--- src/design/oag_pkg.sv ---
// package: constants and carriers for operand address generation
package oag_pkg;
   // ****************
   // set 1 register map
   // ****************
   localparam logic [7:0] SET1_LOW = 8'hc0;
   localparam logic [7:0] BANKA_LO = 8'hd0;
   localparam logic [7:0] BANKA_HI = 8'hd2;
   localparam logic [7:0] BANKB_LO = 8'he0;
   localparam logic [7:0] OFS_SYSTEM_FLAGS = 8'hd5;
   localparam logic [7:0] OFS_WORKING_POINTER_ZERO = 8'hd6;
   localparam logic [7:0] OFS_WORKING_POINTER_ONE = 8'hd7;
   localparam logic [7:0] OFS_STACK_POINTER_HIGH = 8'hd8;
   localparam logic [7:0] OFS_STACK_POINTER_LOW = 8'hd9;
   localparam logic [7:0] OFS_INSTR_POINTER_HIGH = 8'hda;
   localparam logic [7:0] OFS_INSTR_POINTER_LOW = 8'hdb;
   localparam logic [7:0] OFS_INTERRUPT_REQUEST = 8'hdc;
   localparam logic [7:0] OFS_REGISTER_PAGE_POINTER = 8'hdf;
   localparam logic [7:0] OFS_HOLE_A = 8'hfc;
   localparam logic [7:0] OFS_HOLE_B = 8'hfe;
   localparam int FLAG_BANK_BIT = 0;
   localparam logic [7:0] RESET_REG = 8'h00;
   // upper address byte for indexed results below c0; indexed hits in c0..ff take 01 instead
   localparam logic [7:0] IDX_REDIRECT_BIT = 8'h00;

   // ****************
   // operations
   // ****************
   typedef enum logic [3:0] {
      OAG_OP_NONE = 4'b0000,
      OAG_OP_REG_LOAD_IDX = 4'b0001,
      OAG_OP_PM_LOAD_IDX_SHORT = 4'b0010,
      OAG_OP_PM_LOAD_IDX_LONG = 4'b0011,
      OAG_OP_EXT_LOAD_IDX_SHORT = 4'b0100,
      OAG_OP_EXT_LOAD_IDX_LONG = 4'b0101,
      OAG_OP_PM_LOAD_DIRECT = 4'b0110,
      OAG_OP_EXT_LOAD_DIRECT = 4'b0111,
      OAG_OP_ABSOLUTE_JUMP = 4'b1000,
      OAG_OP_CALL_DIRECT = 4'b1001,
      OAG_OP_CALL_INDIRECT = 4'b1010,
      OAG_OP_RELATIVE_JUMP = 4'b1011,
      OAG_OP_IMMEDIATE = 4'b1100,
      OAG_OP_INDIRECT_OTHER = 4'b1101
   } oag_op_t;

   typedef enum logic [1:0] {
      OAG_SP_REG = 2'b00,
      OAG_SP_PROG = 2'b01,
      OAG_SP_EXT = 2'b10
   } oag_space_t;

   typedef enum logic [1:0] {
      OAG_ST_IDLE = 2'b00,
      OAG_ST_PTR_HI = 2'b01,
      OAG_ST_PTR_LO = 2'b10
   } oag_state_t;

   // request from decode
   typedef struct packed {
      oag_op_t op;
      logic [2:0] relKind;
      logic [15:0] field;
      logic [15:0] basePair;
      logic [7:0] workReg;
      logic wideImm;
   } oag_req_t;

   // effective address answer
   typedef struct packed {
      oag_space_t space;
      logic [15:0] addr;
      logic [15:0] immVal;
      logic immWide;
   } oag_ans_t;
endpackage : oag_pkg
--- src/design/oag_core.sv ---
// operand and branch-target address generation with set 1 decode
`timescale 1ns/10ps
// What this block does
// - indexed: effective address is base plus offset
// - indexed never hits set 1 c0..ff
// - short memory offset is sign extended
// - register indexed: 8-bit base plus register
// - memory indexed: register pair plus offset
// - only register load indexes register file
// - program and external loads support indexing
// - direct: 16-bit address from instruction
// - direct jump or call loads pc
// - loads accept direct source or destination
// - indirect reads pointer pair, low 256 bytes
// - indirect accepted only for call
// - indirect pointer upper bits forced zero
// - relative: pc plus signed displacement
// - pc already points past current instruction
// - relative decoded for six branch kinds
// - immediate: operand field is the value
// - d0..d2 and e0..ff banked
// - interrupt request register is read-only
module oag_core
   import oag_pkg::*;
(
   // clock and reset
   input wire logic clk_sys,
   input wire logic arst_n,
   input wire logic clkEn,
   // decode request
   input wire logic reqValid,
   input wire oag_req_t req,
   input wire logic [15:0] pcNext,
   // effective address answer
   output oag_ans_t ans,
   output logic ansValid,
   output logic illegalOp,
   output logic [15:0] pcLoad,
   output logic pcLoadValid,
   // program memory pointer fetch
   output logic [15:0] pmAddr,
   output logic pmRead,
   input wire logic [7:0] pmData,
   // set 1 register access
   input wire logic regWrite,
   input wire logic regRead,
   input wire logic [7:0] regAddr,
   input wire logic [7:0] regWdata,
   output logic [7:0] regRdata,
   output logic regHit,
   output logic bankSel,
   // interrupt request sources
   input wire logic [7:0] irqIn
);
   // ****************
   // set 1 decode
   // ****************
   logic [7:0] sysFlags;
   logic [7:0] wpZero;
   logic [7:0] wpOne;
   logic [7:0] spHigh;
   logic [7:0] spLow;
   logic [7:0] ipHigh;
   logic [7:0] ipLow;
   logic [7:0] irqReg;
   logic [7:0] pagePtr;
   logic [7:0] indexSum;
   logic [15:0] memOffset;
   logic [15:0] relSum;
   oag_state_t state;
   logic [7:0] ptrAddr;
   logic [7:0] destHigh;

   function automatic logic isBanked(input logic [7:0] a);
      isBanked = (a >= BANKA_LO && a <= BANKA_HI) || (a >= BANKB_LO);
   endfunction : isBanked

   function automatic logic isMapped(input logic [7:0] a, input logic bank);
      isMapped = (a >= SET1_LOW) &&
         !(isBanked(a) && !bank && (a == OFS_HOLE_A || a == OFS_HOLE_B));
   endfunction : isMapped

   // bank flag drives the banked decode
   assign bankSel = sysFlags[FLAG_BANK_BIT];

   // ****************
   // core register file
   // ****************
   always_ff @(posedge clk_sys or negedge arst_n) begin
      if (!arst_n) begin
         sysFlags <= RESET_REG;
         wpZero <= RESET_REG;
         wpOne <= RESET_REG;
         spHigh <= RESET_REG;
         spLow <= RESET_REG;
         ipHigh <= RESET_REG;
         ipLow <= RESET_REG;
         pagePtr <= RESET_REG;
      end else if (clkEn && regWrite) begin
         unique case (regAddr)
            OFS_SYSTEM_FLAGS: sysFlags <= regWdata;
            OFS_WORKING_POINTER_ZERO: wpZero <= regWdata;
            OFS_WORKING_POINTER_ONE: wpOne <= regWdata;
            OFS_STACK_POINTER_HIGH: spHigh <= regWdata;
            OFS_STACK_POINTER_LOW: spLow <= regWdata;
            OFS_INSTR_POINTER_HIGH: ipHigh <= regWdata;
            OFS_INSTR_POINTER_LOW: ipLow <= regWdata;
            OFS_REGISTER_PAGE_POINTER: pagePtr <= regWdata;
            default: ;
         endcase
      end
   end

   // request register follows sources, writes ignored
   always_ff @(posedge clk_sys or negedge arst_n) begin
      if (!arst_n) begin
         irqReg <= RESET_REG;
      end else if (clkEn) begin
         irqReg <= irqIn;
      end
   end

   always_ff @(posedge clk_sys or negedge arst_n) begin
      if (!arst_n) begin
         regRdata <= RESET_REG;
         regHit <= 1'b0;
      end else if (clkEn) begin
         regHit <= regRead && isMapped(regAddr, bankSel);
         unique case (regAddr)
            OFS_SYSTEM_FLAGS: regRdata <= sysFlags;
            OFS_WORKING_POINTER_ZERO: regRdata <= wpZero;
            OFS_WORKING_POINTER_ONE: regRdata <= wpOne;
            OFS_STACK_POINTER_HIGH: regRdata <= spHigh;
            OFS_STACK_POINTER_LOW: regRdata <= spLow;
            OFS_INSTR_POINTER_HIGH: regRdata <= ipHigh;
            OFS_INSTR_POINTER_LOW: regRdata <= ipLow;
            OFS_INTERRUPT_REQUEST: regRdata <= irqReg;
            OFS_REGISTER_PAGE_POINTER: regRdata <= pagePtr;
            default: regRdata <= RESET_REG;
         endcase
      end
   end

   // ****************
   // address arithmetic
   // ****************
   // 8-bit base plus working register, 8-bit result
   assign indexSum = req.field[7:0] + req.workReg;
   // short offsets sign extend to 16 bits
   assign memOffset = (req.op == OAG_OP_PM_LOAD_IDX_SHORT || req.op == OAG_OP_EXT_LOAD_IDX_SHORT)
      ? {{8{req.field[7]}}, req.field[7:0]} : req.field;
   // pcNext already past the current instruction; wraps
   assign relSum = pcNext + {{8{req.field[7]}}, req.field[7:0]};

   // ****************
   // answer
   // ****************
   always_ff @(posedge clk_sys or negedge arst_n) begin
      if (!arst_n) begin
         ans <= '0;
         ansValid <= 1'b0;
         illegalOp <= 1'b0;
         pcLoad <= 16'h0000;
         pcLoadValid <= 1'b0;
      end else if (clkEn) begin
         ansValid <= 1'b0;
         illegalOp <= 1'b0;
         pcLoadValid <= 1'b0;
         if (state == OAG_ST_PTR_LO) begin
            // high byte fetched first, low now
            pcLoad <= {destHigh, pmData};
            pcLoadValid <= 1'b1;
         end else if (reqValid && state == OAG_ST_IDLE) begin
            ans.immVal <= 16'h0000;
            ans.immWide <= 1'b0;
            unique case (req.op)
               OAG_OP_REG_LOAD_IDX: begin
                  // only register load indexes the register file
                  ans.space <= OAG_SP_REG;
                  // c0..ff redirected away from set 1
                  ans.addr <= {(indexSum >= SET1_LOW) ? 8'h01 : IDX_REDIRECT_BIT, indexSum};
                  ansValid <= 1'b1;
               end
               OAG_OP_PM_LOAD_IDX_SHORT, OAG_OP_PM_LOAD_IDX_LONG,
               OAG_OP_EXT_LOAD_IDX_SHORT, OAG_OP_EXT_LOAD_IDX_LONG: begin
                  ans.space <= (req.op == OAG_OP_PM_LOAD_IDX_SHORT ||
                     req.op == OAG_OP_PM_LOAD_IDX_LONG) ? OAG_SP_PROG : OAG_SP_EXT;
                  ans.addr <= req.basePair + memOffset;
                  ansValid <= 1'b1;
               end
               OAG_OP_PM_LOAD_DIRECT, OAG_OP_EXT_LOAD_DIRECT: begin
                  ans.space <= (req.op == OAG_OP_PM_LOAD_DIRECT) ? OAG_SP_PROG : OAG_SP_EXT;
                  ans.addr <= req.field;
                  ansValid <= 1'b1;
               end
               OAG_OP_ABSOLUTE_JUMP, OAG_OP_CALL_DIRECT: begin
                  pcLoad <= req.field;
                  pcLoadValid <= 1'b1;
               end
               OAG_OP_RELATIVE_JUMP: begin
                  if (req.relKind <= 3'd5) begin
                     pcLoad <= relSum;
                     pcLoadValid <= 1'b1;
                  end else begin
                     illegalOp <= 1'b1;
                  end
               end
               OAG_OP_IMMEDIATE: begin
                  ans.immVal <= req.wideImm ? req.field : {8'h00, req.field[7:0]};
                  ans.immWide <= req.wideImm;
                  ansValid <= 1'b1;
               end
               OAG_OP_CALL_INDIRECT: ;
               OAG_OP_INDIRECT_OTHER: illegalOp <= 1'b1;
               default: illegalOp <= (req.op != OAG_OP_NONE);
            endcase
         end
      end
   end

   // ****************
   // indirect pointer fetch
   // ****************
   always_ff @(posedge clk_sys or negedge arst_n) begin
      if (!arst_n) begin
         state <= OAG_ST_IDLE;
         ptrAddr <= 8'h00;
         destHigh <= 8'h00;
         pmAddr <= 16'h0000;
         pmRead <= 1'b0;
      end else if (clkEn) begin
         pmRead <= 1'b0;
         unique case (state)
            OAG_ST_IDLE: begin
               // pointer in low 256 bytes, upper zero
               if (reqValid && req.op == OAG_OP_CALL_INDIRECT) begin
                  ptrAddr <= req.field[7:0];
                  pmAddr <= {8'h00, req.field[7:0]};
                  pmRead <= 1'b1;
                  state <= OAG_ST_PTR_HI;
               end
            end
            OAG_ST_PTR_HI: begin
               // high byte at pointer, low at next
               destHigh <= pmData;
               pmAddr <= {8'h00, 8'(ptrAddr + 8'h01)};
               pmRead <= 1'b1;
               state <= OAG_ST_PTR_LO;
            end
            OAG_ST_PTR_LO: state <= OAG_ST_IDLE;
            default: state <= OAG_ST_IDLE;
         endcase
      end
   end

   // ****************
   // checks
   // ****************
   a_irq_readonly: assert property (@(posedge clk_sys) disable iff (!arst_n)
      clkEn && regWrite && regAddr == OFS_INTERRUPT_REQUEST |=> irqReg == $past(irqIn))
      else $error("interrupt request took a write");
   a_indexed_no_set1: assert property (@(posedge clk_sys) disable iff (!arst_n)
      ansValid && ans.space == OAG_SP_REG |-> ans.addr[15:8] != 8'h00 || ans.addr[7:0] < SET1_LOW)
      else $error("indexed access reached set 1");
   a_indirect_two_reads: assert property (@(posedge clk_sys) disable iff (!arst_n)
      clkEn && state == OAG_ST_IDLE && reqValid && req.op == OAG_OP_CALL_INDIRECT
      ##1 clkEn[*2] |=> pcLoadValid)
      else $error("indirect call did not load pc");
   a_indirect_zero_hi: assert property (@(posedge clk_sys) disable iff (!arst_n)
      pmRead |-> pmAddr[15:8] == 8'h00)
      else $error("pointer address above 256");
   a_direct_pc: assert property (@(posedge clk_sys) disable iff (!arst_n)
      clkEn && reqValid && state == OAG_ST_IDLE && req.op == OAG_OP_ABSOLUTE_JUMP
      |=> pcLoadValid && pcLoad == $past(req.field))
      else $error("jump target not loaded");
   a_relative_sum: assert property (@(posedge clk_sys) disable iff (!arst_n)
      clkEn && reqValid && state == OAG_ST_IDLE && req.op == OAG_OP_RELATIVE_JUMP
      && req.relKind <= 3'd5
      |=> pcLoadValid && pcLoad == $past(pcNext + {{8{req.field[7]}}, req.field[7:0]}))
      else $error("relative target wrong");
   a_indirect_only_call: assert property (@(posedge clk_sys) disable iff (!arst_n)
      clkEn && reqValid && state == OAG_ST_IDLE && req.op == OAG_OP_INDIRECT_OTHER
      |=> illegalOp && !pcLoadValid)
      else $error("indirect accepted for non-call");
   a_bank_holes: assert property (@(posedge clk_sys) disable iff (!arst_n)
      clkEn && regRead && !bankSel && (regAddr == OFS_HOLE_A || regAddr == OFS_HOLE_B)
      |=> !regHit)
      else $error("unmapped location answered");
   c_indirect: cover property (@(posedge clk_sys) disable iff (!arst_n)
      state == OAG_ST_PTR_LO && clkEn);
   c_rel: cover property (@(posedge clk_sys) disable iff (!arst_n)
      pcLoadValid && illegalOp == 1'b0);
   c_idx: cover property (@(posedge clk_sys) disable iff (!arst_n)
      ansValid && ans.space == OAG_SP_EXT);
endmodule : oag_core

--- config.mk ---
export PLATFORM = sky130hd
export DESIGN_NAME = oag_core
export DESIGN_NICKNAME = d
export VERILOG_FILES = /design/src/design/oag_pkg.sv /design/src/design/oag_core.sv
export SDC_FILE = /design/constraint.sdc
export NUM_CORES = 1
export LEC_CHECK = 0
export ABC_AREA = 0
export ABC_CLOCK_PERIOD_IN_PS = 5600
export BUFFER_PORTS_ARGS = -buffer_cell sky130_fd_sc_hd__buf_4
export CAP_MARGIN = 40
export CORE_UTILIZATION = 35
export DETAILED_ROUTE_END_ITERATION = 8
export PLACE_DENSITY_LB_ADDON = 0.12
export SYNTH_ARGS = -nofsm -noshare
export SYNTH_HDL_FRONTEND = slang
export SYNTH_SLANG_ARGS = --single-unit
--- constraint.sdc ---
create_clock -name clk_sys -period 5.6 [get_ports clk_sys]
set_clock_uncertainty 0.1 [all_clocks]
set_input_delay 1.12 -clock clk_sys [delete_from_list [all_inputs] [get_ports clk_sys]]
set_output_delay 1.12 -clock clk_sys [all_outputs]
set_load 0.05 [all_outputs]
==> results of run 1 <==
-- cell usage in the layout, fill, tap and decap left out, types with 11 or more instances in the layout --
cell	instances
ha_1	39
xnor2_1	20
a21oi_1	58
dfrtp_1	162
mux2i_1	13
inv_1	20
clkbuf_16	17
o21ai_0	59
buf_4	179
a211oi_1	11
nand3_1	23
xor2_1	12
nor2_1	43
a22o_1	26
nand2_1	75
mux2_2	102
-- power by group --
part	internal [mW]	switching [mW]	leakage, nW
Sequential	1.31	0.0960	2.13
Combinational	0.387	0.705	3.05
Clock	0.610	0.596	0.296
-- through the flow --
stage	worst slack, ps	cell area (sq um)	util (%)	hold slack [ps]	total power, mW
CTS	2150	11700	44.4	387	3.74
global placement	1720	11000	41.9	369	2.51
finish	2130	11700	44.4	384	3.70
detailed placement	1670	11100	42.1	367	2.52
global route	1860	11700	44.4	397	3.87
floorplan	2090	9460	-	353	2.13
-- path summary, 6_finish.rpt --
| check | slack [ps] | from | cells past startpoint | end |
|---|---|---|---|---|
| worst max-delay path | 2130 | req[45] | 12 | ans[29]$_DFFE_PN0P_ |
| worst min-delay path | 380 | ans[0]$_DFFE_PN0P_ | 1 | ans[0]$_DFFE_PN0P_ |
| worst max register to register | 3160 | state[0]$_DFFE_PN0P_ | 7 | pcLoad[12]$_DFFE_PN0P_ |
| worst min register to register | 380 | ans[0]$_DFFE_PN0P_ | 1 | ans[0]$_DFFE_PN0P_ |
| max in group asynchronous | 3770 | arst_n | 3 | spLow[5]$_DFFE_PN0P_ |
| min in group asynchronous | 610 | arst_n | 2 | ans[6]$_DFFE_PN0P_ |
-- final cells by class --
| cell class | instances | area, sq um | area share [%] |
|---|---|---|---|
| Antenna cell | 3 | 7.51 | 0.0643 |
| Clock buffer | 17 | 425 | 3.65 |
| Clock inverter | 15 | 181 | 1.55 |
| Inverter | 21 | 78.8 | 0.675 |
| Multi-Input combinational cell | 670 | 5120 | 43.9 |
| Sequential cell | 162 | 4050 | 34.7 |
| Tap cell | 335 | 419 | 3.59 |
| Timing Repair Buffer | 181 | 1380 | 11.8 |
-- synthesized netlist by cell type, types with 3 or more instances --
master     count  share of area (%)
a21oi_1       58                3.1
o211ai_1       7               0.56
buf_4         11               0.87
a211oi_1      11               0.87
xnor2_1       20                1.9
xor2_1        12                1.1
nand2_1       75                3.0
a222oi_1       3               0.32
nand4_1        4               0.27
a21o_1        10               0.80
a22o_1        26                2.4
nor3_1        10               0.53
o221ai_1      10               0.93
dfrtp_1      162                 43
nor2b_1        7               0.46
a22oi_1        6               0.48
ha_1          39                5.2
or3_1          7               0.46
and2_1         5               0.33
a31oi_1        3               0.20
mux2i_1       13                1.4
nor3_2         4               0.42
nand2b_1       3               0.20
clkbuf_1      12               0.48
buf_2         15               0.80
o21a_1         7               0.56
a221oi_1       8               0.74
o22ai_1       10               0.66
o2bb2ai_1      6               0.56
nand3_1       23                1.2
nor2_1        43                1.7
nor3b_1        3               0.24
mux2_2       102                 12
fa_1           3               0.64
o21ai_0       59                3.1
a32o_1         4               0.42
inv_1         20               0.80
a21boi_0       3               0.24
mux4_2         4               0.95
and3_1         9               0.60
-- kinds of logic after synthesis --
family	Yosys count	synth area share, %
simple gates	213	11.9
other cells	1	0.0397
compound gates	255	18.6
fa+ha+maj	42	5.81
buf+inv	61	3.06
flops	162	43.0
xor+xnor	32	2.97
mux	120	14.6
-- metal layers --
layer,track usage (%),vias to the layer above,part of all wire [%]
li1,-,3655,-
met1,31.4,3774,50
met2,30.6,193,43
met3,4.31,35,4.1
met4,7.57,0,2.3
met5,0,-,0
==> flow_summary.toml, run 1 <==
[worst_setup_path]
critPathMaxStageDelay_ps = 420
crit_path_max_fanout = 16
cp.arrival_ps = 3730
crit_path_cell_trace = "buf_4 > xnor2_1 > nor3_1 > nand2_1 > nand2_1 > ha_1 > a21oi_1 > nand2_1 > a221oi_2 > o21ai_0 > xnor2_1 > o21ai_0"
cp-end-kind = "flop"
cp-start-kind = "input port"
critPathSlowestCell = "a221oi_2"
worstPathRequired_ps = 5860
criticalPathCategory = "in -> reg"
cp_num_buf_inv = 1
cpLargestDelayFamily = "compound AO/OA/AOI/OAI gates"
cp_common_cell = "nand2_1"

[placed_design]
dp_hpwl_um = 20800
place.gp.congestion = 0.854
portBuffers = 173
placedCellCount = 1369

[timing]
maxSlewHeadroom_pct = 41.6
clock.fmax_mhz = 288
tightest_slew_ps = 872
fin_crit_ps = 3470
setup_viol_count_final = 0
rsz0062_at_grt = "no"
hold_violations = 0
setup_tns_ps = 0
period_share_pct = 61.9
drv_slew = 0

[synthesis]
synthCells = 886
post_synth_num_cell_types = 79
async_reset_ff_share_pct = 100
netlist_area_sq_mm = 0.00944
ys_seq_area_share_pct = 43.0
synth_area_per_cell_sq_um = 10.7
synth_edf_count = 0
synth_ff_type = "dfrtp_1"
ys_ff_latch = 162
yosys_warnings = 0

[drt]
vias = 7657
via_per_inst = 5.45
drc = 7
wl_per_cell_um = 20.3
drt_first_pass_iters = 7
detail-route-antenna-nets = 0
drt_iter0_drc = 459
wl_um = 28500

[run]
max_cap_viol_count = 0

[run_status]
failed_checks = "DRC"
status = "finished with violations"

[cts]
cts_tree = "built"
path_clk_slew_ps = 90
cts_sinks = 162
cts_buffers = 17
clk_path_buf_depth = 2
clock_latency_ps = 440
clock_tree.root_cell = "clkbuf_16"
htreeDepth = 4
post-cts-setup-buffer-count = 0
ctsResizeCount = 0
ctsHoldBuffers = 0

[floorplan]
start_util_pct = 35.9
ios = 183
die-area_sq_mm = 0.0276
rows = 59
dieHeight_um = 166
core_sq_mm = 0.0263
die_w_um = 166

[global_route]
grt_pass1_vias = 7701
grt_overflow = 0
antenna_found_initial = 3
grt_first_pass_wirelength_um = 45000
grt_start_max_net_pins = 88
groute.usage.overall_pct = 21.3

[finish]
drive_above_1_share_pct = 32.2
top_regs = "ans: 35 flops, pcLoad: 16 flops"
largest_reg_flops = 35
area_delta_synth_final_pct = 23.7
top_register = "ans"
finalNonFillerCells = 1404
num-nets-final = 1197
nFillCells = 2611

[power]
power.density_mw_per_mm2 = 317
vdd_ir_drop_max_uv = 178
p_leak_nw = 5.48

[hold_path]
hp-class = "reg -> reg"
No activity file was read; power rests on OpenSTA's default activity.
==> run 2: changes to the inputs <==
--- a/config.mk
+++ b/config.mk
@@ -6,7 +6,7 @@
 export NUM_CORES = 1
 export LEC_CHECK = 0
 export ABC_AREA = 0
-export ABC_CLOCK_PERIOD_IN_PS = 5600
+export ABC_CLOCK_PERIOD_IN_PS = 3290
 export BUFFER_PORTS_ARGS = -buffer_cell sky130_fd_sc_hd__buf_4
 export CAP_MARGIN = 40
 export CORE_UTILIZATION = 35
==> constraint.sdc (replaced) <==
create_clock -name clk_sys -period 3.29 [get_ports clk_sys]
set_clock_uncertainty 0.1 [all_clocks]
set_input_delay 0.658 -clock clk_sys [delete_from_list [all_inputs] [get_ports clk_sys]]
set_output_delay 0.658 -clock clk_sys [all_outputs]
set_load 0.05 [all_outputs]
==> flow_summary.toml, run 2 (synthesized netlist as in run 1, its figures left out) <==
[power]
p_leak_nw = 5.62
p_sw_mw = 2.30
combPwrFrac_pct = 29.8
seqPwrFrac_pct = 38.0
vdd_ir_drop_max_uv = 355
power.clock.fraction_pct = 32.2
power.internal_mw = 3.99
power.share.switching_pct = 36.6
power.density_mw_per_mm2 = 531

[worst_setup_path]
r2r_setup_slack_ps = 910
endpoint = "ans[29]$_DFFE_PN0P_"
reg2reg_depth = 6
cp_num_buf_inv = 1
cp_num_cells = 12
worstPathRequired_ps = 3540
rr_startpoint = "state[0]$_DFFE_PN0P_"
cp-end-kind = "flop"
criticalPathCategory = "in -> reg"
cp.arrival_ps = 2950
critPathMaxStageDelay_ps = 410
r2r_end = "pcLoad[12]$_DFFE_PN0P_"
cp-start-kind = "input port"
startpoint = "req[46]"
crit_path_cell_trace = "buf_4 > xor2_1 > nand2_1 > o21ai_0 > nand2_1 > ha_1 > a21oi_1 > nand2_1 > a221oi_2 > o21ai_0 > xnor2_1 > o21ai_0"
cpLargestDelayFamily = "compound AO/OA/AOI/OAI gates"
crit_path_max_fanout = 9
critPathSlowestCell = "a221oi_2"

[timing]
fin_crit_ps = 2690
setup_tns_ps = 0
drv_slew = 0
hold_violations = 0
setup_viol_count_final = 0
maxSlewHeadroom_pct = 41.1
tightest_slew_ps = 884
period_share_pct = 81.9
rsz0062_at_grt = "no"
clock.fmax_mhz = 371

[finish]
top_register = "ans"
largest_reg_flops = 35
area_delta_synth_final_pct = 25.7
num-nets-final = 1227
nFillCells = 2501
layout_common_cells = "buf_4 (209), dfrtp_1 (162), mux2_2 (102)"
fin_util_pct = 45.1
layout_commonest_cell = "buf_4"
multi_input_area_sq_mm = 0.00512
top_regs = "ans: 35 flops, pcLoad: 16 flops"
ff_latch_area_sq_mm = 0.00405
drive_above_1_share_pct = 34.0

[floorplan]
ios = 183
core_sq_mm = 0.0263
die-area_sq_mm = 0.0276
dieHeight_um = 166
start_util_pct = 35.9
die_w_um = 166
rows = 59

[cts]
post-cts-setup-buffer-count = 0
cts_sinks = 162
clock_latency_ps = 430
path_clk_slew_ps = 80
ctsHoldBuffers = 0
clock_tree.root_cell = "clkbuf_16"
cts_buffers = 17
clk_path_buf_depth = 2
ctsResizeCount = 0
cts_tree = "built"
htreeDepth = 4

[global_route]
grt_pass1_vias = 7727
grt_overflow = 0
grt_first_pass_wirelength_um = 45200
grt_start_max_net_pins = 67
groute.usage.overall_pct = 21.4
antenna_found_initial = 1

[hold_path]
hp-class = "in -> async"

[drt]
drt_iter0_drc = 476
detail-route-antenna-nets = 0
vias = 7765
wl_per_cell_um = 20.2
via_per_inst = 5.42
drc = 7
wl_um = 28900
drt_first_pass_iters = 7

[run_status]
failed_checks = "DRC"
status = "finished with violations"

[run]
max_cap_viol_count = 0

[placed_design]
portBuffers = 173
dp_hpwl_um = 21600
place.gp.congestion = 0.877
-- run 2: changes by cell type in the layout (fill, tap and decap cells not counted), moves of 2 or more --
cell / before / now
clkinv_8: 4 / 1
buf_4: 179 / 209
inv_8: 5 / 2
diode_2: 3 / 1
clkinv_2: 0 / 2
inv_6: 3 / 6
-- run 2: worst min-delay path by stage --
| stage | endpoint | slack (ps) |
|---|---|---|
| 2_1_floorplan | ansValid$_DFFE_PN0P_ | 260 |
| 3_3_place_gp | ans[0]$_DFFE_PN0P_ | 370 |
| 3_5_place_dp | ans[0]$_DFFE_PN0P_ | 370 |
| 4_1_cts | ptrAddr[7]$_DFFE_PN0P_ | 160 |
| 5_1_grt | ans[19]$_DFFE_PN0P_ | 170 |
| 6_report | ans[19]$_DFFE_PN0P_ | 110 |
-- run 2: metrics by stage --
stage	instances	total power [mW]	hold slack, ps	worst slack (ps)	area (sq um)
4_1_cts	1431	6.35	164	639	11900
3_3_place_gp	1399	4.30	367	168	11300
3_5_place_dp	1399	4.31	373	195	11300
2_1_floorplan	893	3.63	262	239	9460
6_report	1432	6.30	110	596	11900
5_1_grt	1432	6.60	172	326	11900
-- run 2: layer usage --
| metal | up-vias | part of all wire (%) | global-route usage, % |
|---|---|---|---|
| li1 | 3709 | - | - |
| met1 | 3836 | 50 | 31.9 |
| met2 | 191 | 45 | 32.1 |
| met3 | 29 | 3.5 | 2.57 |
| met4 | 0 | 1.9 | 6.88 |
| met5 | - | 0 | 0 |
-- run 2: cell type report --
type | instances | area share, %
Antenna cell | 1 | 0.0211
Clock buffer | 18 | 3.70
Clock inverter | 14 | 1.24
Inverter | 21 | 0.664
Multi-Input combinational cell | 670 | 43.2
Sequential cell | 162 | 34.2
Tap cell | 335 | 3.53
Timing Repair Buffer | 211 | 13.5
-- run 2: power groups by stage --
stage               Combinational [mW]  Clock (mW)  Sequential [mW]
CTS                               1.88        2.07             2.40
detailed placement                1.88           0             2.43
floorplan                        0.684           0             2.95
global placement                  1.87           0             2.43
finish                            1.88        2.03             2.39
global route                      2.01        2.17             2.43
